### src/cmpctl_pkg.sv
package cmpctl_pkg;
   // ----------------------------------------------------------------
   // Register indices, byte address is four times the index
   // ----------------------------------------------------------------
   localparam logic [7:0] CMPCTL_IDX_CTRL_B = 8'h7B;
   localparam logic [7:0] CMPCTL_IDX_STATUS = 8'h50;
   localparam logic [7:0] CMPCTL_IDX_DIS = 8'h51;
   localparam logic [7:0] CMPCTL_IDX_CONV_A = 8'h52;
   localparam logic [7:0] CMPCTL_IDX_CHAN = 8'h53;
   localparam logic [7:0] CMPCTL_IDX_GIE = 8'h54;
   localparam logic [7:0] CMPCTL_IDX_IRQ_ST = 8'h60;
   localparam logic [7:0] CMPCTL_IDX_IRQ_MASK = 8'h61;
   // ----------------------------------------------------------------
   // Field positions, masks and reset values
   // ----------------------------------------------------------------
   localparam int CMPCTL_CTRLB_MUX_EN = 6;
   localparam logic [7:0] CMPCTL_CTRLB_WMASK = 8'h4F;
   localparam logic [7:0] CMPCTL_CTRLB_RESET = 8'h00;
   localparam int CMPCTL_ST_PWR_OFF = 7;
   localparam int CMPCTL_ST_BANDGAP = 6;
   localparam int CMPCTL_ST_OUTPUT = 5;
   localparam int CMPCTL_ST_FLAG = 4;
   localparam int CMPCTL_ST_IE = 3;
   localparam int CMPCTL_ST_CAPTURE = 2;
   localparam int CMPCTL_ST_MODE_HI = 1;
   localparam int CMPCTL_ST_MODE_LO = 0;
   localparam int CMPCTL_CONV_ON = 0;
   localparam int CMPCTL_GIE_BIT = 0;
   localparam int CMPCTL_DIS_NEG = 1;
   localparam int CMPCTL_DIS_POS = 0;
   localparam int CMPCTL_EV_FLAG = 0;
   localparam int CMPCTL_EV_CAPTURE = 1;
   localparam int CMPCTL_EV_BITS = 2;
   localparam int CMPCTL_PIN_COUNT = 2;
   localparam logic [31:0] CMPCTL_ZERO_WORD = 32'h00000000;
   // ----------------------------------------------------------------
   // Types
   // ----------------------------------------------------------------
   typedef enum logic [1:0] {
      CMPCTL_MODE_TOGGLE = 2'b00,
      CMPCTL_MODE_RSVD = 2'b01,
      CMPCTL_MODE_FALL = 2'b10,
      CMPCTL_MODE_RISE = 2'b11
   } cmpctl_mode_t;
   typedef enum logic [0:0] {
      CMPCTL_BUS_IDLE = 1'b0,
      CMPCTL_BUS_RD_WAIT = 1'b1
   } cmpctl_bus_t;
endpackage

### src/cmpctl_evt_if.sv
`timescale 1ns/100ps
interface cmpctl_evt_if;
   import cmpctl_pkg::*;
   cmpctl_mode_t mode;
   logic cmp_sync;
   logic cmp_change;
   logic match_event;
   modport det (input mode, output cmp_sync, output cmp_change, output match_event);
   modport ctl (output mode, input cmp_sync, input cmp_change, input match_event);
endinterface

### src/cmpctl_edge.sv
`timescale 1ns/100ps
module cmpctl_edge
   import cmpctl_pkg::*;
(
   input wire logic clock, // System clock
   input wire logic reset, // Synchronous reset
   input wire logic cmp_raw, // Comparator analog output
   cmpctl_evt_if.det ev // Event carrier
);
   logic sync_meta;
   logic sync_out;
   logic prev_out;
   logic next_match;

   // ----------------------------------------------------------------
   // Two-stage synchroniser and history
   // ----------------------------------------------------------------
   always_ff @(posedge clock) begin
      if (reset) begin
         sync_meta <= 1'b0;
         sync_out <= 1'b0;
      end else begin
         sync_meta <= cmp_raw;
         sync_out <= sync_meta;
      end
   end

   always_ff @(posedge clock) begin
      if (reset) begin
         prev_out <= 1'b0;
      end else begin
         prev_out <= sync_out;
      end
   end

   // ----------------------------------------------------------------
   // Edge mode match
   // ----------------------------------------------------------------
   always_comb begin
      next_match = 1'b0;
      case (ev.mode)
         CMPCTL_MODE_TOGGLE: next_match = sync_out ^ prev_out;
         CMPCTL_MODE_FALL: next_match = prev_out & ~sync_out;
         CMPCTL_MODE_RISE: next_match = sync_out & ~prev_out;
         default: next_match = 1'b0;
      endcase
   end

   assign ev.cmp_sync = sync_out;
   assign ev.cmp_change = sync_out ^ prev_out;
   assign ev.match_event = next_match;

   AST_SYNC_DELAY: assert property (@(posedge clock) disable iff (reset)
      ##2 (sync_out == $past(cmp_raw, 2))) else $error("sync delay not two edges");
   AST_FALL_EDGE: assert property (@(posedge clock) disable iff (reset)
      (ev.mode == CMPCTL_MODE_FALL && next_match) |-> ($past(sync_out) && !sync_out))
      else $error("falling mode event without falling edge");
   AST_RSVD_SILENT: assert property (@(posedge clock) disable iff (reset)
      (ev.mode == CMPCTL_MODE_RSVD) |-> !next_match) else $error("reserved mode event");
endmodule

### src/cmpctl_top.sv
`timescale 1ns/100ps
module cmpctl_top
   import cmpctl_pkg::*;
(
   input wire logic clock, // System clock, 10 MHz
   input wire logic reset, // Synchronous reset, active high
   input wire logic hsel, // AHB slave select
   input wire logic [31:0] haddr, // AHB address
   input wire logic [1:0] htrans, // AHB transfer type
   input wire logic hwrite, // AHB write
   input wire logic [2:0] hsize, // AHB size, word only
   input wire logic [31:0] hwdata, // AHB write data
   input wire logic hready, // AHB bus ready
   output logic hreadyout, // AHB slave ready
   output logic hresp, // AHB response, always OKAY
   output logic [31:0] hrdata, // AHB read data
   input wire logic cmp_raw, // Comparator analog result
   input wire logic pos_pin_in, // Positive pin digital level
   input wire logic neg_pin_in, // Negative pin digital level
   input wire logic irq_vector_ack, // Comparator vector executed
   output logic cmp_irq_req, // Comparator interrupt request
   output logic irq, // Summary interrupt
   output logic cmp_power_off, // Comparator power down
   output logic bandgap_select, // Bandgap on positive input
   output logic neg_use_channel, // Channel mux on negative input
   output logic [2:0] neg_channel, // Channel for negative input
   output logic capture_route_enable, // Route output to capture
   output logic capture_input, // Timer capture input
   output logic pos_pin_buffer_off, // Positive pin buffer disabled
   output logic neg_pin_buffer_off, // Negative pin buffer disabled
   output logic [1:0] pin_port_bits // Port input bits, neg and pos
);
   // ----------------------------------------------------------------
   // Register state
   // ----------------------------------------------------------------
   logic [7:0] converter_control_b;
   logic cmp_irq_flag;
   logic cmp_irq_enable;
   cmpctl_mode_t irq_mode;
   logic converter_on;
   logic [2:0] channel_select;
   logic [1:0] digital_input_disable_one;
   logic global_irq_enable;
   logic [CMPCTL_EV_BITS-1:0] irq_status;
   logic [CMPCTL_EV_BITS-1:0] irq_mask;
   cmpctl_bus_t bus_state;
   logic wr_pending;
   logic [7:0] wr_idx;
   logic wr_ok;
   logic [7:0] rd_idx;
   logic rd_ok;
   logic accept;
   logic wr_status;
   logic rd_status_clear;
   logic flag_clear;
   logic [CMPCTL_EV_BITS-1:0] ev_set;
   logic [CMPCTL_PIN_COUNT-1:0] pin_raw;
   logic [CMPCTL_PIN_COUNT-1:0] pin_meta;
   logic [CMPCTL_PIN_COUNT-1:0] pin_stage;
   logic [CMPCTL_PIN_COUNT-1:0] pin_off;

   cmpctl_evt_if ev ();

   cmpctl_edge u_edge (
      .clock(clock),
      .reset(reset),
      .cmp_raw(cmp_raw),
      .ev(ev)
   );

   assign ev.mode = irq_mode;

   // ----------------------------------------------------------------
   // Decode helpers
   // ----------------------------------------------------------------
   function automatic logic reg_hit(input logic ok, input logic [7:0] idx,
                                    input logic [7:0] target);
      reg_hit = ok && (idx == target);
   endfunction

   function automatic logic [7:0] read_reg(input logic [7:0] idx);
      read_reg = 8'h00;
      case (idx)
         CMPCTL_IDX_CTRL_B: read_reg = converter_control_b;
         CMPCTL_IDX_STATUS: read_reg = {cmp_power_off, bandgap_select, ev.cmp_sync,
                                        cmp_irq_flag, cmp_irq_enable, capture_route_enable,
                                        irq_mode};
         CMPCTL_IDX_DIS: read_reg = {6'h00, digital_input_disable_one};
         CMPCTL_IDX_CONV_A: read_reg = 8'(converter_on) << CMPCTL_CONV_ON;
         CMPCTL_IDX_CHAN: read_reg = {5'h00, channel_select};
         CMPCTL_IDX_GIE: read_reg = 8'(global_irq_enable) << CMPCTL_GIE_BIT;
         CMPCTL_IDX_IRQ_ST: read_reg = {6'h00, irq_status};
         CMPCTL_IDX_IRQ_MASK: read_reg = {6'h00, irq_mask};
         default: read_reg = 8'h00;
      endcase
   endfunction

   // ----------------------------------------------------------------
   // AHB-Lite slave
   // ----------------------------------------------------------------
   assign accept = hsel && hready && htrans[1];
   assign hreadyout = (bus_state != CMPCTL_BUS_RD_WAIT);
   assign hresp = 1'b0;

   always_ff @(posedge clock) begin
      if (reset) begin
         bus_state <= CMPCTL_BUS_IDLE;
      end else begin
         case (bus_state)
            CMPCTL_BUS_IDLE: begin
               if (accept && !hwrite) begin
                  bus_state <= CMPCTL_BUS_RD_WAIT;
               end
            end
            CMPCTL_BUS_RD_WAIT: bus_state <= CMPCTL_BUS_IDLE;
            default: bus_state <= CMPCTL_BUS_IDLE;
         endcase
      end
   end

   always_ff @(posedge clock) begin
      if (reset) begin
         wr_pending <= 1'b0;
         wr_idx <= 8'h00;
         wr_ok <= 1'b0;
         rd_idx <= 8'h00;
         rd_ok <= 1'b0;
      end else begin
         wr_pending <= accept && hwrite;
         if (accept) begin
            wr_idx <= haddr[9:2];
            wr_ok <= (haddr[31:10] == 22'h000000) && (haddr[1:0] == 2'b00);
            rd_idx <= haddr[9:2];
            rd_ok <= (haddr[31:10] == 22'h000000) && (haddr[1:0] == 2'b00);
         end
      end
   end

   always_ff @(posedge clock) begin
      if (reset) begin
         hrdata <= CMPCTL_ZERO_WORD;
      end else if (bus_state == CMPCTL_BUS_RD_WAIT) begin
         hrdata <= rd_ok ? {24'h000000, read_reg(rd_idx)} : CMPCTL_ZERO_WORD;
      end
   end

   assign wr_status = wr_pending && reg_hit(wr_ok, wr_idx, CMPCTL_IDX_STATUS);
   assign rd_status_clear = (bus_state == CMPCTL_BUS_RD_WAIT) &&
                            reg_hit(rd_ok, rd_idx, CMPCTL_IDX_IRQ_ST);

   // ----------------------------------------------------------------
   // Control registers
   // ----------------------------------------------------------------
   always_ff @(posedge clock) begin
      if (reset) begin
         converter_control_b <= CMPCTL_CTRLB_RESET;
      end else if (wr_pending && reg_hit(wr_ok, wr_idx, CMPCTL_IDX_CTRL_B)) begin
         converter_control_b <= hwdata[7:0] & CMPCTL_CTRLB_WMASK;
      end
   end

   always_ff @(posedge clock) begin
      if (reset) begin
         cmp_power_off <= 1'b0;
         bandgap_select <= 1'b0;
         cmp_irq_enable <= 1'b0;
         capture_route_enable <= 1'b0;
         irq_mode <= CMPCTL_MODE_TOGGLE;
      end else if (wr_status) begin
         cmp_power_off <= hwdata[CMPCTL_ST_PWR_OFF];
         bandgap_select <= hwdata[CMPCTL_ST_BANDGAP];
         cmp_irq_enable <= hwdata[CMPCTL_ST_IE];
         capture_route_enable <= hwdata[CMPCTL_ST_CAPTURE];
         irq_mode <= cmpctl_mode_t'(hwdata[CMPCTL_ST_MODE_HI:CMPCTL_ST_MODE_LO]);
      end
   end

   always_ff @(posedge clock) begin
      if (reset) begin
         converter_on <= 1'b0;
         channel_select <= 3'h0;
         digital_input_disable_one <= 2'h0;
         global_irq_enable <= 1'b0;
         irq_mask <= '0;
      end else if (wr_pending) begin
         if (reg_hit(wr_ok, wr_idx, CMPCTL_IDX_CONV_A)) begin
            converter_on <= hwdata[CMPCTL_CONV_ON];
         end
         if (reg_hit(wr_ok, wr_idx, CMPCTL_IDX_CHAN)) begin
            channel_select <= hwdata[2:0];
         end
         if (reg_hit(wr_ok, wr_idx, CMPCTL_IDX_DIS)) begin
            digital_input_disable_one <= hwdata[1:0];
         end
         if (reg_hit(wr_ok, wr_idx, CMPCTL_IDX_GIE)) begin
            global_irq_enable <= hwdata[CMPCTL_GIE_BIT];
         end
         if (reg_hit(wr_ok, wr_idx, CMPCTL_IDX_IRQ_MASK)) begin
            irq_mask <= hwdata[CMPCTL_EV_BITS-1:0];
         end
      end
   end

   // ----------------------------------------------------------------
   // Comparator interrupt flag, set beats clear
   // ----------------------------------------------------------------
   assign flag_clear = irq_vector_ack || (wr_status && hwdata[CMPCTL_ST_FLAG]);

   always_ff @(posedge clock) begin
      if (reset) begin
         cmp_irq_flag <= 1'b0;
      end else begin
         cmp_irq_flag <= ev.match_event || (cmp_irq_flag && !flag_clear);
      end
   end

   assign cmp_irq_req = cmp_irq_flag && cmp_irq_enable && global_irq_enable;

   // ----------------------------------------------------------------
   // Sticky event status, cleared by read
   // ----------------------------------------------------------------
   assign ev_set[CMPCTL_EV_FLAG] = ev.match_event;
   assign ev_set[CMPCTL_EV_CAPTURE] = ev.cmp_change && capture_route_enable;

   always_ff @(posedge clock) begin
      if (reset) begin
         irq_status <= '0;
      end else begin
         irq_status <= ev_set | (rd_status_clear ? '0 : irq_status);
      end
   end

   assign irq = |(irq_status & irq_mask);

   // ----------------------------------------------------------------
   // Analog input steering and capture route
   // ----------------------------------------------------------------
   assign neg_use_channel = converter_control_b[CMPCTL_CTRLB_MUX_EN] && !converter_on;
   assign neg_channel = neg_use_channel ? channel_select : 3'h0;
   assign capture_input = capture_route_enable && ev.cmp_sync;

   // ----------------------------------------------------------------
   // Pin input buffers
   // ----------------------------------------------------------------
   assign pin_raw = {neg_pin_in, pos_pin_in};
   assign pin_off = digital_input_disable_one;
   assign neg_pin_buffer_off = digital_input_disable_one[CMPCTL_DIS_NEG];
   assign pos_pin_buffer_off = digital_input_disable_one[CMPCTL_DIS_POS];

   genvar gi;
   generate
      for (gi = 0; gi < CMPCTL_PIN_COUNT; gi = gi + 1) begin : g_pin
         always_ff @(posedge clock) begin
            if (reset) begin
               pin_meta[gi] <= 1'b0;
               pin_stage[gi] <= 1'b0;
               pin_port_bits[gi] <= 1'b0;
            end else begin
               pin_meta[gi] <= pin_raw[gi];
               pin_stage[gi] <= pin_meta[gi];
               pin_port_bits[gi] <= pin_stage[gi] && !pin_off[gi];
            end
         end
      end
   endgenerate

   // ----------------------------------------------------------------
   // Checks
   // ----------------------------------------------------------------
   AST_NEG_CHANNEL: assert property (@(posedge clock) disable iff (reset)
      (converter_control_b[CMPCTL_CTRLB_MUX_EN] && !converter_on)
      |-> (neg_use_channel && neg_channel == channel_select))
      else $error("channel not routed to negative input");
   AST_NEG_PIN: assert property (@(posedge clock) disable iff (reset)
      (!converter_control_b[CMPCTL_CTRLB_MUX_EN] || converter_on) |-> !neg_use_channel)
      else $error("negative pin not selected");
   AST_CONV_ON_WRITE: assert property (@(posedge clock) disable iff (reset)
      (wr_pending && reg_hit(wr_ok, wr_idx, CMPCTL_IDX_CONV_A) && hwdata[CMPCTL_CONV_ON])
      |=> !neg_use_channel) else $error("converter on did not release mux");
   AST_POWER_OFF: assert property (@(posedge clock) disable iff (reset)
      wr_status |=> (cmp_power_off == $past(hwdata[CMPCTL_ST_PWR_OFF])))
      else $error("power off bit not taken");
   AST_BANDGAP: assert property (@(posedge clock) disable iff (reset)
      wr_status |=> (bandgap_select == $past(hwdata[CMPCTL_ST_BANDGAP])))
      else $error("bandgap select not taken");
   AST_FLAG_SET: assert property (@(posedge clock) disable iff (reset)
      ev.match_event |=> cmp_irq_flag) else $error("flag not set on event");
   AST_FLAG_ACK: assert property (@(posedge clock) disable iff (reset)
      (irq_vector_ack && !ev.match_event) |=> !cmp_irq_flag)
      else $error("flag not cleared by vector");
   AST_REQ_GATE: assert property (@(posedge clock) disable iff (reset)
      (!cmp_irq_enable || !global_irq_enable) |-> !cmp_irq_req)
      else $error("request while disabled");
   AST_CAPTURE_OFF: assert property (@(posedge clock) disable iff (reset)
      !capture_route_enable |-> !capture_input) else $error("capture route leaks");
   AST_PIN_MASK: assert property (@(posedge clock) disable iff (reset)
      (pin_off[0] && $stable(pin_off[0])) |=> !pin_port_bits[0])
      else $error("disabled pin reads one");
   AST_READ_WAIT: assert property (@(posedge clock) disable iff (reset)
      (accept && !hwrite && hreadyout) |=> !hreadyout ##1 hreadyout)
      else $error("read wait state wrong");
   AST_FLAG_SW_CLEAR: assert property (@(posedge clock) disable iff (reset)
      (wr_status && hwdata[CMPCTL_ST_FLAG] && !ev.match_event) |=> !cmp_irq_flag)
      else $error("flag not cleared by software write");
   AST_RSVD_NO_FLAG: assert property (@(posedge clock) disable iff (reset)
      (irq_mode == CMPCTL_MODE_RSVD && !cmp_irq_flag) |=> !cmp_irq_flag)
      else $error("reserved mode set the flag");
endmodule
### config.mk
export PLATFORM = sky130hd
export DESIGN_NAME = cmpctl_top
export DESIGN_NICKNAME = d
export VERILOG_FILES = /design/src/cmpctl_pkg.sv /design/src/cmpctl_evt_if.sv /design/src/cmpctl_edge.sv /design/src/cmpctl_top.sv
export SDC_FILE = /design/constraint.sdc
export NUM_CORES = 1
export LEC_CHECK = 0
export ABC_AREA = 1
export BUFFER_PORTS_ARGS = -buffer_cell sky130_fd_sc_hd__buf_2
export CORE_MARGIN = 2
export CORE_UTILIZATION = 46
export DETAILED_ROUTE_END_ITERATION = 8
export GPL_TIMING_DRIVEN = 0
export PLACE_DENSITY = 0.79
export SLEW_MARGIN = 20
export SYNTH_ARGS = -nofsm -noshare
export SYNTH_HDL_FRONTEND = slang
export SYNTH_HIERARCHICAL = 1
export SYNTH_SLANG_ARGS = --single-unit
### constraint.sdc
create_clock -name clock -period 1.6 [get_ports clock]
set_input_delay 0.16 -clock clock [delete_from_list [all_inputs] [get_ports clock]]
set_output_delay 0.16 -clock clock [all_outputs]
set_load 0.01 [all_outputs]
==> impl_summary.log, run 1 <==
[metrics] routed vias/inst: between 4 and 5
[metrics] Reg clk slew, reported paths: 0.09 ns
[metrics] DR WL/cell: 11.4 um
[metrics] Filler Cells Inserted: 512
[metrics] count of endpoints failing setup in the final report: 0
[metrics] top library cells by usage in the layout, fill and taps aside: buf_2, nand2_1, dfxtp_1, inv_1, nor2_1
[metrics] width of the die: 77.9 um
[metrics] number of synthesized flops with an enable pin: 0
[metrics] number of maximum-capacitance constraint violations: 0
[metrics] fraction of final layout cells sized beyond drive strength 1: 29.6%
[metrics] Pwr Total: 0.00227 W
[metrics] count of cells resized by post-cts repair: 0
[metrics] family of cells with the greatest summed delay on the critical path: simple AND/OR/NAND/NOR gates
[metrics] required time of the critical path: ~1.8 ns
[metrics] iteration count of the initial detailed-routing pass: 4
[metrics] clock tree from TritonCTS: done
[metrics] critical path startpoint: rd_idx[4]$_SDFFE_PP0P_
[metrics] y dimension of the die: 77.9 um
[metrics] reg-to-reg setup timing slack: 0.16 ns
[metrics] commonest non-fill, non-tap cell in the layout: buf_2
[metrics] DRT iter0 DRCs: 153
[metrics] Yosys warning count: 6
[metrics] Critical Path Source Type: flip-flop
[metrics] Post-Synthesis Cell Area: around 2500 um^2
[metrics] fin. max-slew vios: 0
[metrics] fraction of registers with async set or reset after synthesis: 0%
[metrics] post-route cell area: between 3000 and 4000 um^2
[metrics] maximum number of buffers from clock root to sink: 2
[metrics] sequential element share of the synthesized area: just over 40%
[metrics] setup skew after layout: 0.0105 ns
[metrics] reg-to-reg startpoint: rd_idx[4]$_SDFFE_PP0P_
[metrics] sink count of the clock tree: 51
[metrics] critical path depth: 7
[metrics] Post CTS Setup Buffer Count: 0
[metrics] overall via count from detail_route: 2421
[metrics] CP most frequent cell: nand2_2
[metrics] number of port buffers: 71
[metrics] setup repair after global routing missed its margin: no
[metrics] count of antenna-violating nets left after detailed routing: 0
[metrics] TNS Setup: 0 ns
[metrics] number of synthesized register bits: about 50
[metrics] met2 wire len: 2900 um
[metrics] overflow left after global routing: 0
[metrics] gate count of the mapped netlist: 349
[metrics] H-tree depth: 2
[metrics] synthesized area divided by synthesized cell count: 7.20 um^2
[metrics] pin count of the biggest net entering global routing: 15
[metrics] core occupancy in the finished layout: about three fifths
[metrics] top-level port count: between 100 and 150
[metrics] Leakage: 1.51 nW
[metrics] clock insertion delay at the later pin of the skew report: about 0.30 ns
[metrics] total number of nets in the final design: 531
[metrics] CP max-delay cell: dfxtp_1
[metrics] floorplan core area: roughly 5200 um^2
[metrics] Max rail drop VDD: 0.593 mV
[metrics] worst setup path category: flip-flop to flip-flop
[metrics] Die Outline Area: 6070 um^2
[metrics] class of the tightest hold or removal check: input pin to flip-flop
[metrics] worst-case reg-to-reg path depth: 7
[metrics] highest fanout seen on the critical path: 10
[metrics] largest cells by area after synthesis: dfxtp_1, nand2_1, buf_4
[metrics] Setup crit end kind: flip-flop
[metrics] cell type contributing the most total cell area after synthesis: dfxtp_1
[metrics] cell at the root of the clock tree: clkbuf_8
[metrics] Final GP Congestion: around 0.95
[metrics] Arrival @ worst endpoint: about 1.6 ns
[metrics] crit path buf inv count: 1
[metrics] prevailing post-synth register cell: dfxtp_1
[metrics] routed wire length: roughly 5900 um
[metrics] Post-CTS Hold Fix Bufs: 0
[metrics] starting utilization of the core area: 48.3%
[metrics] peak per-stage delay on the critical path: around 0.40 ns
[metrics] wire length the detailed router placed on met1: 2540 um
[metrics] routed length on met3: 373 um
[metrics] final critical-path required period: 1.44 ns
[metrics] upper clock frequency limit: 695 MHz
[metrics] via count of the first global-routing pass: 2322
[metrics] GRT Util Overall: 21.2%
[metrics] top layer in use: met4
[metrics] number of hold violations in the final report: 0
[metrics] diodes inserted: 0
[metrics] number of remaining DRC errors: 0
[metrics] proportion of netlist area held by the largest area contributor: 40.6%
[metrics] initial antenna violation count: 0
[metrics] status: complete, no violations
[metrics] capturing instance or port of the critical path: converter_control_b[3]$_SDFFE_PP0P_
[metrics] Placement Cell Area: 3050 um^2
[metrics] TritonCTS Buffers: 5
[metrics] first-pass GRT wire length: just over 10000 um
[metrics] number of distinct library cells after synthesis: 33
[metrics] Tcrit/Tclk final: 89.9%
[metrics] number of cell rows: 26
[metrics] HPWL after detailed placement: between 4000 and 5000 um
[metrics] pwr dens: 728 nW/um^2
[metrics] area overhead of the layout relative to synthesis: 24.3%
[metrics] endpoint of the worst-slack reg-to-reg timing path: converter_control_b[3]$_SDFFE_PP0P_
[metrics] CP cell instances: nand2_1, nor2_1, nand2_2, inv_2, nand2_2, o21ai_0, a21oi_1
-- synthesized netlist by cell type, types with 4 or more instances --
master / number
inv_1: 44
buf_4: 25
nand2_1: 55
inv_2: 7
nor2_1: 36
a21oi_1: 31
nor2_2: 4
clkbuf_1: 4
nand2_2: 5
dfxtp_1: 51
o21ai_0: 24
nand3_1: 28
o21ai_1: 5
-- stage by stage --
stage | hold slack [ns] | setup WS, ns | cells
2_1_floorplan | 0.231 | 0.398 | 373
3_3_place_gp | 0.348 | 0.156 | 514
3_5_place_dp | 0.355 | 0.0944 | 514
4_1_cts | 0.0313 | 0.206 | 520
5_1_grt | 0.0417 | 0.0310 | 520
6_report | 0.0400 | 0.162 | 520
-- cells by family (layout without fill, tap and decap cells) --
| kind of cell | Yosys count | count (layout) | synth area share [%] |
|---|---|---|---|
| AND/OR/NAND/NOR | 143 | 143 | 26.9 |
| buffers and inverters | 84 | 161 | 16.9 |
| AO/OA/AOI/OAI | 68 | 68 | 14.4 |
| flip-flops | 51 | 51 | 40.6 |
| adder cells (fa/ha/maj) | 2 | 2 | 0.996 |
| other | 1 | 25 | 0.149 |
-- where the power goes --
group          total [W]  internal (W)  leakage (nW)  switching [W]
combinational   0.000274      0.000122          1.06       0.000151
sequential       0.00131       0.00129         0.414      0.0000156
clock           0.000689      0.000291        0.0361       0.000398
total            0.00227       0.00171          1.51       0.000565
-- worst min-delay path by stage --
stage	start	end	slack [ns]	depth (start not counted)
CTS	hwrite	bus_state$_SDFF_PP0_	0.03	2
global route	hwrite	bus_state$_SDFF_PP0_	0.04	2
floorplan	reset	u_edge/sync_meta$_SDFF_PP0_	0.23	1
detailed placement	hwrite	bus_state$_SDFF_PP0_	0.36	2
global placement	hwrite	bus_state$_SDFF_PP0_	0.35	2
finish	hwrite	bus_state$_SDFF_PP0_	0.04	2
-- sequential cells by signal, summed over array words and instances (netlist names), 2 cells and up --
register and cells:
rd_idx 8, pin_port_bits 2, irq_mask 2, digital_input_disable_one 2, pin_stage 2, hrdata 8
ev.mode 2, irq_status 2, channel_select 3, pin_meta 2, converter_control_b 5
-- routing by layer --
| metal | up-vias | global-route usage [%] |
|---|---|---|
| met5 | - | 0 |
| met4 | 0 | 6.32 |
| met3 | 11 | 4.65 |
| met2 | 75 | 36.9 |
| met1 | 1075 | 26.1 |
| li1 | 1260 | - |
-- layout make-up --
class	instances	area, um^2	area share [%]
clock inverter	1	7.51	0.240
multi-input combinational	238	1160	37.1
inverter	52	200	6.41
tap	70	87.6	2.81
sequential	51	1020	32.7
clock buffer	5	68.8	2.20
buffer	32	224	7.17
timing repair buffer	71	355	11.4
Note: power is estimated with default switching activity, not from simulation.
==> run 2: changes to the inputs <==
- ABC_AREA: 1 -> unset
==> run 2 against run 1 <==
Utilization up 1.4 points; sequential share of layout area down 0.46 points; wire length up 0.71%; critical path type unchanged.
==> impl_summary.log, run 2 <==
[metrics] largest registers in the final layout: hrdata (8), rd_idx (8), converter_control_b (5)
[metrics] top-level port count: 126 (unchanged)
[metrics] largest cells by area after synthesis: dfxtp_1, mux2i_1, buf_4
[metrics] reg-to-reg startpoint: rd_idx[1]$_SDFFE_PP0P_
[metrics] first-pass GRT wire length: 9770 um (-5.2%)
[metrics] routed wire length: 5950 um (+0.71%)
[metrics] maximum number of buffers from clock root to sink: 2 (unchanged)
[metrics] initial antenna violation count: 0 (unchanged)
[metrics] top library cells by usage in the layout, fill and taps aside: buf_2, dfxtp_1, buf_4, nor2_1, conb_1
[metrics] Multi-input gate area: 1350 um^2 (+16%)
[metrics] worst setup path category: flip-flop to flip-flop
[metrics] sequential element share of the synthesized area: 40.5% (-0.16 points)
[metrics] count of endpoints failing setup in the final report: 0 (unchanged)
[metrics] final critical-path required period: 1.56 ns (+0.126 ns)
[metrics] Leakage: 1.46 nW (-3.7%)
[metrics] overall via count from detail_route: 2176 (-10%)
[metrics] commonest non-fill, non-tap cell in the layout: buf_2
[metrics] Setup crit end kind: flip-flop
[metrics] upper clock frequency limit: 639 MHz (-8.0%)
[metrics] pwr dens: 721 nW/um^2 (-0.85%)
[metrics] setup skew after layout: 0.00471 ns (-0.00577 ns)
[metrics] area overhead of the layout relative to synthesis: 26.6%
[metrics] sequential cell fraction of total power: 56.7% (-0.9 points)
[metrics] number of remaining DRC errors: 0 (unchanged)
[metrics] DR WL/cell: 13.5 um (+19%)
[metrics] fin. max-slew vios: 0 (unchanged)
[metrics] Max rail drop VDD: 0.536 mV (-9.7%)
[metrics] Switching Power: 0.000582 W (+3.0%)
[metrics] HPWL after detailed placement: 4530 um (-4.1%)
[metrics] TritonCTS Buffers: 5 (unchanged)
[metrics] cell depth of the worst hold path: 2 (unchanged)
[metrics] gate count of the mapped netlist: 265 (-24%)
[metrics] clock tree from TritonCTS: done
[metrics] Arrival @ worst endpoint: 1.78 ns (+0.15 ns)
[metrics] proportion of netlist area held by the largest area contributor: 40.5% (-0.16 points)
[metrics] total number of nets in the final design: 449 (-15%)
[metrics] status: complete, no violations
[metrics] highest fanout seen on the critical path: 10 (unchanged)
[metrics] Final GP Congestion: 0.819 (-14%)
[metrics] number of distinct library cells after synthesis: 56 (+70%)
[metrics] Yosys warning count: 6 (unchanged)
[metrics] Critical Path Source Type: flip-flop
[metrics] H-tree depth: 2 (unchanged)
[metrics] y dimension of the die: 78.1 um (+0.19%)
[metrics] floorplan core area: 5200 um^2 (unchanged)
[metrics] clock insertion delay at the later pin of the skew report: 0.32 ns (+0.02 ns)
[metrics] starting utilization of the core area: 48.5% (+0.19 points)
[metrics] Tcrit/Tclk final: 97.7% (+7.9 points)
[metrics] number of synthesized register bits: 51 (unchanged)
[metrics] Reg clk slew, reported paths: 0.09 ns (about the same)
[metrics] top cell types by occurrence after synthesis: dfxtp_1, nor2_1, buf_4
[metrics] Filler Cells Inserted: 484 (-5.5%)
[metrics] sink count of the clock tree: 51 (unchanged)
[metrics] pin count of the biggest net entering global routing: 16 (+1)
[metrics] reg-to-reg setup timing slack: 0.04 ns (-0.13 ns)
[metrics] transition time at the pin with the least slew margin: between 0.5 and 0.6 ns
[metrics] prevailing post-synth register cell: dfxtp_1
[metrics] required time of the critical path: 1.82 ns (+0.03 ns)
[metrics] iteration count of the initial detailed-routing pass: 4 (unchanged)
[metrics] net switching fraction of the power: 25.3% (+0.39 points)
[metrics] area occupied by registers: 1030 um^2 (+0.86%)
[metrics] via count of the first global-routing pass: 2023 (-13%)
[metrics] endpoint of the worst-slack reg-to-reg timing path: hrdata[1]$_SDFFE_PP0P_
[metrics] number of hold violations in the final report: 0 (unchanged)
[metrics] worst-case reg-to-reg path depth: 5 (-2)
[metrics] count of antenna-violating nets left after detailed routing: 0 (unchanged)
[metrics] width of the die: 78.1 um (+0.19%)
[metrics] cell at the root of the clock tree: clkbuf_8
[metrics] fraction of registers with async set or reset after synthesis: 0% (unchanged)
[metrics] end point of the most critical hold path: bus_state$_SDFF_PP0_
[metrics] overflow left after global routing: 0 (unchanged)
[metrics] clock network power share: 32.2% (+1.9 points)
[metrics] synthesized area divided by synthesized cell count: 9.52 um^2 (+32%)
[metrics] diodes inserted: 0 (unchanged)
[metrics] class of the tightest hold or removal check: input pin to flip-flop
[metrics] routed vias/inst: 4.95 (+6.2%)
[metrics] setup repair after global routing missed its margin: yes
[metrics] Die Outline Area: 6090 um^2 (+0.37%)
[metrics] number of synthesized flops with an enable pin: 0 (unchanged)
[metrics] Comb pwr share: 11.1% (-1.0 points)
[metrics] most frequently used cell type in the post-synthesis netlist: dfxtp_1
[metrics] Post-CTS Hold Fix Bufs: 0 (unchanged)
[metrics] TNS Setup: 0 ns (unchanged)
[metrics] dpl ws: 0.00562 ns (-0.0888 ns)
[metrics] relative slew slack: 61.8%
[metrics] final worst setup slack: 0.0360 ns (-0.126 ns)
[metrics] number of port buffers: 71 (unchanged)
[metrics] Int Pwr: 0.00172 W (+0.89%)
[metrics] DRT iter0 DRCs: 167 (+9.2%)
[metrics] number of maximum-capacitance constraint violations: 0 (unchanged)
[metrics] Hold Crit Start: hwrite
[metrics] number of cell rows: 26 (unchanged)
[metrics] GRT Util Overall: 20.4% (-0.81 points)
[metrics] cell type contributing the most total cell area after synthesis: dfxtp_1
[metrics] Post-Synthesis Cell Area: 2520 um^2 (+0.40%)
[metrics] fraction of final layout cells sized beyond drive strength 1: 36.5% (+6.9 points)
run 2: cell types whose count changed in the layout (fill, tap and decap cells not counted), moves of 7 or more:
| cell | previous run | this run |
|---|---|---|
| inv_1 | 44 | 6 |
| nand2_1 | 55 | 22 |
| o21ai_0 | 24 | 0 |
| mux2i_1 | 0 | 23 |
| nand3_1 | 28 | 6 |
| a21oi_1 | 31 | 12 |
| nor2_1 | 36 | 26 |
| a22o_1 | 1 | 10 |
| nor2b_1 | 0 | 9 |
| inv_2 | 7 | 0 |
run 2: layout make-up:
class                   instances  area share [%]
clock inverters                 2           0.392
multi-input cells             196            42.2
repair buffers                 73            11.6
flip-flops and latches         51            32.2
clock buffers                   6            2.27
plain buffers                  36            7.88
inverters                       6           0.705
well taps                      70            2.74
run 2: how the worst max path moves through the flow:
stage / from / endpoint / slack [ns]
global route: rd_idx[0]$_SDFFE_PP0P_ / converter_control_b[3]$_SDFFE_PP0P_ / -0.005
global placement: rd_idx[2]$_SDFFE_PP0P_ / converter_control_b[2]$_SDFFE_PP0P_ / 0.04
finish: rd_idx[1]$_SDFFE_PP0P_ / hrdata[1]$_SDFFE_PP0P_ / 0.04
floorplan: rd_idx[0]$_SDFFE_PP0P_ / hrdata[0]$_SDFFE_PP0P_ / 0.22
detailed placement: rd_idx[2]$_SDFFE_PP0P_ / converter_control_b[1]$_SDFFE_PP0P_ / 0.006
CTS: rd_idx[5]$_SDFFE_PP0P_ / converter_control_b[1]$_SDFFE_PP0P_ / 0.001
run 2: critical path, stage by stage, from the launching register on:
cell	delay [ns]
dfxtp_2	0.38
buf_6	0.16
mux2_2	0.35
a22oi_1	0.20
o221ai_1	0.18
a22o_1	0.20
run 2: through the flow:
step | power [W] | utilization [%] | cells | hold WS, ns | cell area, um^2
final | 0.00230 | 61.3 | 440 | 0.0135 | 3190
after global routing | 0.00238 | 61.3 | 440 | 0.00648 | 3190
after CTS | 0.00230 | 60.3 | 438 | 0.00538 | 3140
after detailed placement | 0.00158 | 58.7 | 430 | 0.342 | 3060
after global placement | 0.00157 | 58.7 | 430 | 0.342 | 3060
after floorplan | 0.00148 | - | 289 | 0.227 | 2610
run 2: power by group through the flow:
stage                     Clock (W)  Combinational, W  Sequential, W
after global placement            0          0.000239        0.00133
final                      0.000742          0.000256        0.00131
after global routing       0.000793          0.000281        0.00131
after floorplan                   0          0.000154        0.00133
after CTS                  0.000749          0.000243        0.00130
after detailed placement          0          0.000242        0.00133
run 2: logic make-up after synthesis:
| logic type | synth area share [%] |
|---|---|
| adder cells (fa/ha/maj) | 0.992 |
| flip-flops | 40.5 |
| AND/OR/NAND/NOR | 27.0 |
| multiplexers | 9.57 |
| buffers and inverters | 10.8 |
| other | 0.149 |
| AO/OA/AOI/OAI | 11.0 |
run 2: what timing repair did:
item | 4_1_cts | 5_1_grt
buffers inserted | 0 | 2
pin swaps | 1 | 2
setup endpoints to repair | 2 | 22
resized for setup | 0 | 10
run 2: layer usage:
layer	up-vias	routed length [um]	track usage, %
li1	1100	-	-
met1	1009	2710	27.5
met2	62	2830	32.2
met3	5	337	5.17
met4	0	78	6.32
met5	-	0	0
